$ cat src/verilog/nbp_pkg.sv
// nbp_pkg: constants and carriers for the binary navigation payload framer
package nbp_pkg;
  // header
  localparam logic [31:0] NBP_SYNC        = 32'h4E494224; // sync string, first byte in low lane
  localparam logic [15:0] NBP_ID_POSVEL   = 16'h0001;
  localparam logic [15:0] NBP_ID_QUALITY  = 16'h0002;
  localparam logic [15:0] NBP_ID_AUGMSG   = 16'h0050;
  localparam logic [15:0] NBP_LEN_POSVEL  = 16'h0034;  // 52 bytes
  localparam logic [15:0] NBP_LEN_QUALITY = 16'h0010;  // 16 bytes
  localparam logic [15:0] NBP_LEN_AUGMSG  = 16'h0028;  // 40 bytes
  localparam logic [7:0]  NBP_CR          = 8'h0D;
  localparam logic [7:0]  NBP_LF          = 8'h0A;
  localparam logic [7:0]  NBP_HDR_BYTES   = 8'h08;
  localparam logic [7:0]  NBP_TRL_BYTES   = 8'h04;
  localparam logic [7:0]  NBP_MAX_SATS    = 8'h0C;     // 12
  localparam logic [7:0]  NBP_AUG_PRN_OFS = 8'h78;     // 120
  localparam int          NBP_AUG_WORDS   = 8;
  localparam int          NBP_FIFO_DEPTH  = 16;
  localparam int          NBP_FIFO_WIDTH  = 8;
  // mode word fields
  localparam int          NBP_MODE_MARK_BIT = 7;
  // augmentation mask fields
  localparam int NBP_AM_TRK1 = 0;
  localparam int NBP_AM_TRK2 = 1;
  localparam int NBP_AM_USE1 = 2;
  localparam int NBP_AM_USE2 = 3;
  localparam int NBP_AM_PRN1 = 5;
  localparam int NBP_AM_PRN2 = 10;
  // slow-rate gate: 40 MHz clock, slow messages no faster than 1 Hz
  localparam longint NBP_CLK_HZ       = 40000000;
  localparam longint NBP_SLOW_RATE_HZ = 1;
  localparam longint NBP_SLOW_CYCLES  = NBP_CLK_HZ / NBP_SLOW_RATE_HZ;

  typedef enum logic [2:0] {
    NBP_NAV_NOFIX = 3'h0, NBP_NAV_2D = 3'h1, NBP_NAV_3D = 3'h2, NBP_NAV_2D_DIFF = 3'h3,
    NBP_NAV_3D_DIFF = 3'h4, NBP_NAV_RTK_SRCH = 3'h5, NBP_NAV_3D_RTK = 3'h6
  } nbp_navmode_t;

  typedef struct packed {
    logic [7:0]   diff_age_short;
    logic [7:0]   sats_in_solution;
    logic [15:0]  week_number;
    logic [63:0]  time_of_week_s;
    logic [63:0]  latitude;
    logic [63:0]  longitude;
    logic [31:0]  height;
    logic [31:0]  vel_north;
    logic [31:0]  vel_east;
    logic [31:0]  vel_up;
    logic [31:0]  residual_sigma;
    nbp_navmode_t nav_mode;
    logic         manual_mark;
    logic [15:0]  diff_age_wide;
  } nbp_posvel_t;

  typedef struct packed {
    logic [31:0] tracked_sv_mask;
    logic [31:0] solution_sv_mask;
    logic [15:0] system_utc_offset_s;
    logic [15:0] horiz_precision_x10;
    logic [15:0] vert_precision_x10;
    logic        aug1_tracked;
    logic        aug2_tracked;
    logic        aug1_used;
    logic        aug2_used;
    logic [7:0]  aug1_prn;
    logic [7:0]  aug2_prn;
  } nbp_quality_t;

  typedef struct packed {
    logic [15:0]  aug_prn;
    logic [31:0]  aug_msg_second;
    logic [249:0] aug_msg_bits;   // bit 249 received first
  } nbp_augmsg_t;

  typedef struct packed {
    logic [7:0] data;
    logic       last;
  } nbp_byte_t;
endpackage : nbp_pkg

$ cat src/verilog/nbp_fifo.sv
// nbp_fifo: synchronous valid/ready fifo holding framed bytes
module nbp_fifo #(
  parameter int WIDTH = 8,
  parameter int DEPTH = 16
) (
  input  wire logic             i_ref_clk,
  input  wire logic             i_nrst,
  input  wire logic [WIDTH-1:0] i_wr_data,
  input  wire logic             i_wr_valid,
  output logic                  o_wr_ready,
  output logic      [WIDTH-1:0] o_rd_data,
  output logic                  o_rd_valid,
  input  wire logic             i_rd_ready
);
  localparam int AW = $clog2(DEPTH);
  logic [WIDTH-1:0] mem_ff [DEPTH];
  logic [AW-1:0]    wr_ptr_ff;
  logic [AW-1:0]    rd_ptr_ff;
  logic [AW:0]      count_ff;
  logic             do_wr;
  logic             do_rd;

  // handshakes
  assign o_wr_ready = (count_ff != (AW+1)'(DEPTH));
  assign o_rd_valid = (count_ff != '0);
  assign do_wr      = i_wr_valid & o_wr_ready;
  assign do_rd      = o_rd_valid & i_rd_ready;
  assign o_rd_data  = mem_ff[rd_ptr_ff];

  // storage array
  always_ff @(posedge i_ref_clk) begin
    if (do_wr) begin
      mem_ff[wr_ptr_ff] <= i_wr_data;
    end
  end

  // pointers and fill level
  always_ff @(posedge i_ref_clk or negedge i_nrst) begin
    if (!i_nrst) begin
      wr_ptr_ff <= '0;
      rd_ptr_ff <= '0;
      count_ff  <= '0;
    end else begin
      if (do_wr) wr_ptr_ff <= wr_ptr_ff + AW'(1);
      if (do_rd) rd_ptr_ff <= rd_ptr_ff + AW'(1);
      count_ff <= count_ff + (AW+1)'(do_wr) - (AW+1)'(do_rd);
    end
  end
endmodule : nbp_fifo

$ cat src/verilog/nbp_rate_gate.sv
// nbp_rate_gate: holds off slow-class messages until the slow period elapsed
module nbp_rate_gate #(
  parameter longint PERIOD = 40000000
) (
  input  wire logic i_ref_clk,
  input  wire logic i_nrst,
  input  wire logic i_fire,
  output logic      o_open
);
  logic [31:0] cnt_ff;

  assign o_open = (cnt_ff == 32'h0);

  // counts down after each emitted slow message
  always_ff @(posedge i_ref_clk or negedge i_nrst) begin
    if (!i_nrst) begin
      cnt_ff <= 32'h0;
    end else if (i_fire) begin
      cnt_ff <= 32'(PERIOD - 1);
    end else if (cnt_ff != 32'h0) begin
      cnt_ff <= cnt_ff - 32'h1;
    end
  end
endmodule : nbp_rate_gate

$ cat src/verilog/nbp_framer.sv
// nbp_framer: builds binary navigation messages byte by byte into an output fifo
module nbp_framer (
  input  wire logic          i_ref_clk,
  input  wire logic          i_nrst,
  input  nbp_pkg::nbp_posvel_t  i_posvel,
  input  wire logic          i_posvel_req,
  output logic               o_posvel_ack,
  input  nbp_pkg::nbp_quality_t i_quality,
  input  wire logic          i_quality_req,
  output logic               o_quality_ack,
  input  nbp_pkg::nbp_augmsg_t  i_augmsg,
  input  wire logic          i_augmsg_req,
  output logic               o_augmsg_ack,
  output logic               o_busy,
  output logic               o_sats_clamped,
  output nbp_pkg::nbp_byte_t o_byte,
  output logic               o_byte_valid,
  input  wire logic          i_byte_ready
);
  import nbp_pkg::*;

  localparam int PL_BITS = 416; // widest payload, 52 bytes

  typedef enum logic [1:0] {
    NBP_ST_IDLE = 2'b00,
    NBP_ST_HDR  = 2'b01,
    NBP_ST_PAY  = 2'b11,
    NBP_ST_TRL  = 2'b10
  } nbp_state_t;

  nbp_state_t          state_ff;
  logic [PL_BITS-1:0]  payload_ff;   // byte 0 in bits 7:0
  logic [63:0]         header_ff;    // byte 0 in bits 7:0
  logic [15:0]         length_ff;
  logic [15:0]         sum_ff;
  logic [7:0]          idx_ff;
  logic                sats_clamped_ff;
  logic [7:0]          cur_byte;
  logic                cur_last;
  logic                push;
  logic                fifo_ready;
  logic                slow_open;
  logic                slow_fire;
  logic                take_pv;
  logic                take_ql;
  logic                take_am;
  logic [PL_BITS-1:0]  pv_pay;
  logic [PL_BITS-1:0]  ql_pay;
  logic [PL_BITS-1:0]  am_pay;
  nbp_byte_t           fifo_in;
  logic [8:0]          fifo_out;

  // byte-swap helpers keep every field least significant byte first
  function automatic logic [15:0] le16(input logic [15:0] v);
    le16 = {v[7:0], v[15:8]};
  endfunction : le16

  function automatic logic [31:0] le32(input logic [31:0] v);
    le32 = {v[7:0], v[15:8], v[23:16], v[31:24]};
  endfunction : le32

  function automatic logic [63:0] le64(input logic [63:0] v);
    le64 = {le32(v[31:0]), le32(v[63:32])};
  endfunction : le64

  // clamp of the satellite count to the legal range
  function automatic logic [7:0] sat_clamp(input logic [7:0] n);
    sat_clamp = (n > NBP_MAX_SATS) ? NBP_MAX_SATS : n;
  endfunction : sat_clamp

  // builds the payload images; assembled MSB-first then reversed so byte 0 sits low
  function automatic logic [PL_BITS-1:0] byte_rev(input logic [PL_BITS-1:0] v);
    for (int i = 0; i < PL_BITS/8; i++) begin
      byte_rev[i*8 +: 8] = v[PL_BITS-8-i*8 +: 8];
    end
  endfunction : byte_rev

  // position payload image
  always_comb begin
    logic [15:0] mode_word;
    logic [15:0] wide_age;
    mode_word = 16'h0000;
    mode_word[2:0] = i_posvel.nav_mode;
    mode_word[NBP_MODE_MARK_BIT] = i_posvel.manual_mark;
    wide_age = i_posvel.diff_age_wide;
    pv_pay = byte_rev({i_posvel.diff_age_short,
                       sat_clamp(i_posvel.sats_in_solution),
                       le16(i_posvel.week_number),
                       le64(i_posvel.time_of_week_s),
                       le64(i_posvel.latitude),
                       le64(i_posvel.longitude),
                       le32(i_posvel.height),
                       le32(i_posvel.vel_north),
                       le32(i_posvel.vel_east),
                       le32(i_posvel.vel_up),
                       le32(i_posvel.residual_sigma),
                       le16(mode_word),
                       le16(wide_age)});
  end

  // quality payload image, unused tail padded with zero
  always_comb begin
    logic [15:0] aug_mask;
    aug_mask = 16'h0000;
    aug_mask[NBP_AM_TRK1] = i_quality.aug1_tracked;
    aug_mask[NBP_AM_TRK2] = i_quality.aug2_tracked;
    aug_mask[NBP_AM_USE1] = i_quality.aug1_used;
    aug_mask[NBP_AM_USE2] = i_quality.aug2_used;
    aug_mask[NBP_AM_PRN1 +: 5] = 5'(i_quality.aug1_prn - NBP_AUG_PRN_OFS);
    aug_mask[NBP_AM_PRN2 +: 5] = 5'(i_quality.aug2_prn - NBP_AUG_PRN_OFS);
    ql_pay = byte_rev({le32(i_quality.tracked_sv_mask),
                       le32(i_quality.solution_sv_mask),
                       le16(i_quality.system_utc_offset_s),
                       le16(i_quality.horiz_precision_x10),
                       le16(i_quality.vert_precision_x10),
                       le16(aug_mask),
                       288'h0});
  end

  // broadcast payload image
  always_comb begin
    logic [255:0] words;
    words = {i_augmsg.aug_msg_bits, 6'h00};
    am_pay = '0;
    am_pay[PL_BITS-1 -: 64] = {le16(i_augmsg.aug_prn), 16'h0000,
                               le32(i_augmsg.aug_msg_second)};
    for (int w = 0; w < NBP_AUG_WORDS; w++) begin
      am_pay[PL_BITS-65-w*32 -: 32] = le32(words[255-w*32 -: 32]);
    end
    am_pay = byte_rev(am_pay);
  end

  // request arbitration: position first, slow ones only when the gate is open
  assign take_pv   = (state_ff == NBP_ST_IDLE) & i_posvel_req;
  assign take_ql   = (state_ff == NBP_ST_IDLE) & ~i_posvel_req & i_quality_req & slow_open;
  assign take_am   = (state_ff == NBP_ST_IDLE) & ~i_posvel_req & ~i_quality_req
                     & i_augmsg_req & slow_open;
  assign slow_fire = take_ql | take_am;
  assign o_posvel_ack  = take_pv;
  assign o_quality_ack = take_ql;
  assign o_augmsg_ack  = take_am;
  assign o_busy        = (state_ff != NBP_ST_IDLE);
  assign o_sats_clamped = sats_clamped_ff;

  // current byte selection
  always_comb begin
    cur_byte = 8'h00;
    cur_last = 1'b0;
    unique case (state_ff)
      NBP_ST_IDLE: cur_byte = 8'h00;
      NBP_ST_HDR:  cur_byte = header_ff[idx_ff[2:0]*8 +: 8];
      NBP_ST_PAY:  cur_byte = payload_ff[7:0];
      NBP_ST_TRL: begin
        unique case (idx_ff[1:0])
          2'h0: cur_byte = sum_ff[7:0];
          2'h1: cur_byte = sum_ff[15:8];
          2'h2: cur_byte = NBP_CR;
          2'h3: cur_byte = NBP_LF;
        endcase
        cur_last = (idx_ff[1:0] == 2'h3);
      end
    endcase
  end

  assign push    = (state_ff != NBP_ST_IDLE) & fifo_ready;
  assign fifo_in = '{data: cur_byte, last: cur_last};

  // framing sequencer
  always_ff @(posedge i_ref_clk or negedge i_nrst) begin
    if (!i_nrst) begin
      state_ff <= NBP_ST_IDLE;
      idx_ff   <= 8'h00;
    end else begin
      unique case (state_ff)
        NBP_ST_IDLE: begin
          idx_ff <= 8'h00;
          if (take_pv | take_ql | take_am) state_ff <= NBP_ST_HDR;
        end
        NBP_ST_HDR: if (push) begin
          idx_ff <= (idx_ff == NBP_HDR_BYTES - 8'h1) ? 8'h00 : idx_ff + 8'h1;
          if (idx_ff == NBP_HDR_BYTES - 8'h1) state_ff <= NBP_ST_PAY;
        end
        NBP_ST_PAY: if (push) begin
          idx_ff <= (idx_ff == length_ff[7:0] - 8'h1) ? 8'h00 : idx_ff + 8'h1;
          if (idx_ff == length_ff[7:0] - 8'h1) state_ff <= NBP_ST_TRL;
        end
        NBP_ST_TRL: if (push) begin
          idx_ff <= idx_ff + 8'h1;
          if (idx_ff == NBP_TRL_BYTES - 8'h1) state_ff <= NBP_ST_IDLE;
        end
      endcase
    end
  end

  // message capture and payload shifting
  always_ff @(posedge i_ref_clk or negedge i_nrst) begin
    if (!i_nrst) begin
      payload_ff <= '0;
      header_ff  <= 64'h0;
      length_ff  <= 16'h0000;
    end else if (take_pv) begin
      payload_ff <= pv_pay;
      length_ff  <= NBP_LEN_POSVEL;
      header_ff  <= {NBP_LEN_POSVEL, NBP_ID_POSVEL, NBP_SYNC};
    end else if (take_ql) begin
      payload_ff <= ql_pay;
      length_ff  <= NBP_LEN_QUALITY;
      header_ff  <= {NBP_LEN_QUALITY, NBP_ID_QUALITY, NBP_SYNC};
    end else if (take_am) begin
      payload_ff <= am_pay;
      length_ff  <= NBP_LEN_AUGMSG;
      header_ff  <= {NBP_LEN_AUGMSG, NBP_ID_AUGMSG, NBP_SYNC};
    end else if ((state_ff == NBP_ST_PAY) & push) begin
      payload_ff <= payload_ff >> 8;
    end
  end

  // running payload checksum
  always_ff @(posedge i_ref_clk or negedge i_nrst) begin
    if (!i_nrst) begin
      sum_ff <= 16'h0000;
    end else if (take_pv | take_ql | take_am) begin
      sum_ff <= 16'h0000;
    end else if ((state_ff == NBP_ST_PAY) & push) begin
      sum_ff <= sum_ff + {8'h00, cur_byte};
    end
  end

  // flags a position request whose satellite count had to be clamped
  always_ff @(posedge i_ref_clk or negedge i_nrst) begin
    if (!i_nrst) begin
      sats_clamped_ff <= 1'b0;
    end else if (take_pv) begin
      sats_clamped_ff <= (i_posvel.sats_in_solution > NBP_MAX_SATS);
    end
  end

  // minimum spacing between slow-class messages
  nbp_rate_gate #(
    .PERIOD (NBP_SLOW_CYCLES)
  ) u_gate (
    .i_ref_clk (i_ref_clk),
    .i_nrst    (i_nrst),
    .i_fire    (slow_fire),
    .o_open    (slow_open)
  );

  // output buffering
  nbp_fifo #(
    .WIDTH (NBP_FIFO_WIDTH + 1),
    .DEPTH (NBP_FIFO_DEPTH)
  ) u_fifo (
    .i_ref_clk  (i_ref_clk),
    .i_nrst     (i_nrst),
    .i_wr_data  (fifo_in),
    .i_wr_valid (push),
    .o_wr_ready (fifo_ready),
    .o_rd_data  (fifo_out),
    .o_rd_valid (o_byte_valid),
    .i_rd_ready (i_byte_ready)
  );

  assign o_byte = nbp_byte_t'(fifo_out);
endmodule : nbp_framer

$ cat config.mk
export PLATFORM = sky130hd
export DESIGN_NAME = nbp_framer
export DESIGN_NICKNAME = d
export VERILOG_FILES = /design/src/verilog/nbp_pkg.sv /design/src/verilog/nbp_fifo.sv /design/src/verilog/nbp_rate_gate.sv /design/src/verilog/nbp_framer.sv
export SDC_FILE = /design/constraint.sdc
export NUM_CORES = 2
export LEC_CHECK = 0
export BUFFER_PORTS_ARGS = -buffer_cell sky130_fd_sc_hd__buf_2
export CORE_AREA = 3 3 329 331
export DETAILED_ROUTE_END_ITERATION = 7
export DIE_AREA = 0 0 332 334
export PLACE_DENSITY = 0.58
export SLEW_MARGIN = 20
export SYNTH_ARGS = -nofsm -noshare
export SYNTH_HDL_FRONTEND = slang
export SYNTH_SLANG_ARGS = --single-unit
$ cat constraint.sdc
create_clock -name i_ref_clk -period 7.2 [get_ports i_ref_clk]
set_clock_uncertainty 0.05 [all_clocks]
set_input_delay 0.72 -clock i_ref_clk [delete_from_list [all_inputs] [get_ports i_ref_clk]]
set_output_delay 0.72 -clock i_ref_clk [all_outputs]
set_load 0.05 [all_outputs]
==> results.json <==
{
  "run_status": "complete, no violations",
  "hold_path_class": "in -> async",
  "crit_buf_inv": 2,
  "pwr-share-clk": 0.272,
  "combPwrFrac": 0.315,
  "cp_max_fo": 97,
  "cts_max_level": 3,
  "clock_path_buffers": 3,
  "area_growth_pct": 24.4,
  "placed_area_mm2": 0.0379,
  "die_width_um": 332,
  "crit_top_cell": "nand2_4",
  "hpwl_um": 96400,
  "grt_pass1_wl_um": 198000,
  "io_buffers": 848,
  "finalSetupTns_ns": 0,
  "drive_gt1_frac": 0.276,
  "cts-root-buf": "clkbuf_16",
  "leakagePower_nw": 18.3,
  "timing.fmax_mhz": 224,
  "critPathMaxStageDelay_ns": 0.66,
  "synth_warnings": 0,
  "hold_violations": 0,
  "synth-main-ff-cell": "dfrtp_1",
  "hold_ws_ns": 0.0931,
  "post_cts_buffers": 0,
  "synth.top_cells.by_area": "dfrtp_1, edfxtp_1, nand2_1",
  "clk_latency_ns": 0.65,
  "syn_area_mm2": 0.0327,
  "rows": 119,
  "grt_max_degree": 169,
  "cts_sinks": 638,
  "grt_pass1_vias": 29400,
  "ant_nets": 0,
  "start_util": 0.310,
  "grtUsageTotal": 0.237,
  "slew-limit-headroom": 0.269,
  "crit_chain": "nor2_4 > nand2_4 > inv_8 > nor2_1 > nand2_4 > nand3_4 > buf_4 > o211ai_1",
  "synth-seq-cells": 638,
  "path_delay_family": "simple AND/OR/NAND/NOR gates",
  "cp-end-kind": "flip-flop",
  "wl_per_cell_um": 25.4,
  "ys_types": 75,
  "max-vdd-ir-drop_uv": 293,
  "synth_nets": 4085,
  "coreArea_mm2": 0.105,
  "post_cts_resize_count": 0,
  "crit_required_ns": 7.70,
  "yosysSeqAreaShare": 0.510,
  "finalSetupViolCount": 0,
  "cts_inserted_buffers": 77,
  "nets": 4762,
  "slowest_stage": "inv_8",
  "crit_type": "reg -> reg",
  "grt_setup_unrepaired": "no",
  "vias": 29700,
  "cts.clk_slew.worst_paths_ns": 0.06,
  "globalplace.congestion": 0.922,
  "mostFrequentLayoutCells": "buf_2, dfrtp_1, nand2_1",
  "crit_arrival_ns": 4.96,
  "route.detailed.drc": 0,
  "drv_cap": 0,
  "antenna_found_initial": 88,
  "cts_tree": "done",
  "mostFrequentLayoutCell": "buf_2",
  "dr.pass1.iters": 7,
  "drtIter0Drc": 2991,
  "p_per_area_mw_per_mm2": 358,
  "routed_wl_um": 137000,
  "setup.worst_path.start_class": "flip-flop",
  "tightest_slew_ns": 1.10,
  "finalCriticalPeriod_ns": 4.47,
  "synth_top_cell_area_share": 0.378,
  "async_flop_share": 0.774,
  "syn_avg_cell_area_um2": 10.2,
  "netSwitchingPower_w": 0.00551,
  "die-area_mm2": 0.111,
  "final_area_mm2": 0.0407,
  "io_pins": 855,
  "vias_per_cell": 5.50,
  "timing.final.max_slew_violations": 0,
  "netlist_instances": 3218,
  "switching_share": 0.379,
  "overflow": 0,
  "synth_edf_count": 144,
  "ctsHoldBuffers": 0,
  "synth_top_cell_by_area": "dfrtp_1",
  "finalCritPeriodShare": 0.620,
  "p_int_w": 0.00904,
  "die_h_um": 334,
  "seq_power_share": 0.414
}
==> layer usage <==
metal / vias to the layer above / wire, um / track usage
met4: 32 / 4440 / 0.0932
met1: 14800 / 56700 / 0.315
met5: - / 216 / 0
li1: 13500 / - / -
met3: 227 / 13100 / 0.0779
met2: 1205 / 62600 / 0.359
==> cells by family (layout without fill, tap and decap cells) <==
group,after synthesis,in the layout,synth area share
flip-flops,638,638,0.510
other,0,58,0
buffers and inverters,314,1052,0.0415
multiplexers,162,162,0.0670
AND/OR/NAND/NOR,726,726,0.0955
adder cells (fa/ha/maj),27,27,0.0108
XOR/XNOR,52,52,0.0139
AO/OA/AOI/OAI,1299,1299,0.261
==> flip-flops by register name (all words and copies together), names as in the netlist <==
register,count
header_ff,6
u_fifo.count_ff,5
u_fifo.rd_ptr_ff,4
idx_ff,8
u_gate.cnt_ff,32
state_ff,2
o_sats_clamped,1
payload_ff,416
sum_ff,16
u_fifo.wr_ptr_ff,4
u_fifo.mem_ff,144
==> area by class of cell <==
type,count,area [um^2]
Timing Repair Buffer,889,4690
Inverter,23,93.8
Fill cell,10600,64800
Clock inverter,35,384
Tap cell,1391,1740
Multi-Input combinational cell,2266,14700
Sequential cell,638,16700
Antenna cell,58,145
Clock buffer,105,2180
==> Yosys cell counts (33+ instances only) <==
master,n
nor2_1,149
o21ai_1,120
dfrtp_1,494
a22oi_1,109
mux4_2,45
a21o_1,193
o221ai_1,188
clkbuf_1,197
o211ai_1,106
mux2i_1,113
edfxtp_1,144
a21oi_1,306
o21ai_0,192
a22o_1,33
buf_2,60
nand2_1,446
==> worst reg2reg max path: stages (launching register included) <==
cell and delay (ns):
dfrtp_1 0.61, nor2_4 0.30, nand2_4 0.38, inv_8 0.68, nor2_1 0.21, nand2_4 0.50
nand3_4 0.66, buf_4 0.61, o211ai_1 0.37
==> through the flow <==
step	std cells	util	worst slack, ns	total power [W]
CTS	5347	0.384	2.72	0.0146
detailed placement	5207	0.360	2.23	0.0106
global placement	5207	0.360	2.21	0.0106
floorplan	3218	-	3.27	0.00883
global route	5392	0.385	2.43	0.0154
finish	5405	0.386	2.73	0.0146
==> path summary, 6_finish.rpt <==
kind	to	slack (ns)	depth (start not counted)	from
max	payload_ff[42]	2.73	8	state_ff[0]
min	payload_ff[415]	0.09	1	i_nrst
max reg2reg	payload_ff[42]	2.73	8	state_ff[0]
min reg2reg	u_fifo.rd_ptr_ff[0]	0.41	1	u_fifo.rd_ptr_ff[0]
max in group asynchronous	u_fifo.rd_ptr_ff[0]	5.52	2	i_nrst
min in group i_ref_clk	payload_ff[73]	0.24	3	i_posvel[349]
==> power by group through the flow <==
stage	clock network [W]	registers (W)	logic (W)
floorplan	0	0.00544	0.00338
global placement	0	0.00603	0.00454
detailed placement	0	0.00604	0.00459
CTS	0.00404	0.00599	0.00461
global route	0.00419	0.00613	0.00510
finish	0.00395	0.00602	0.00458
Power figures use the tool's default switching activity.
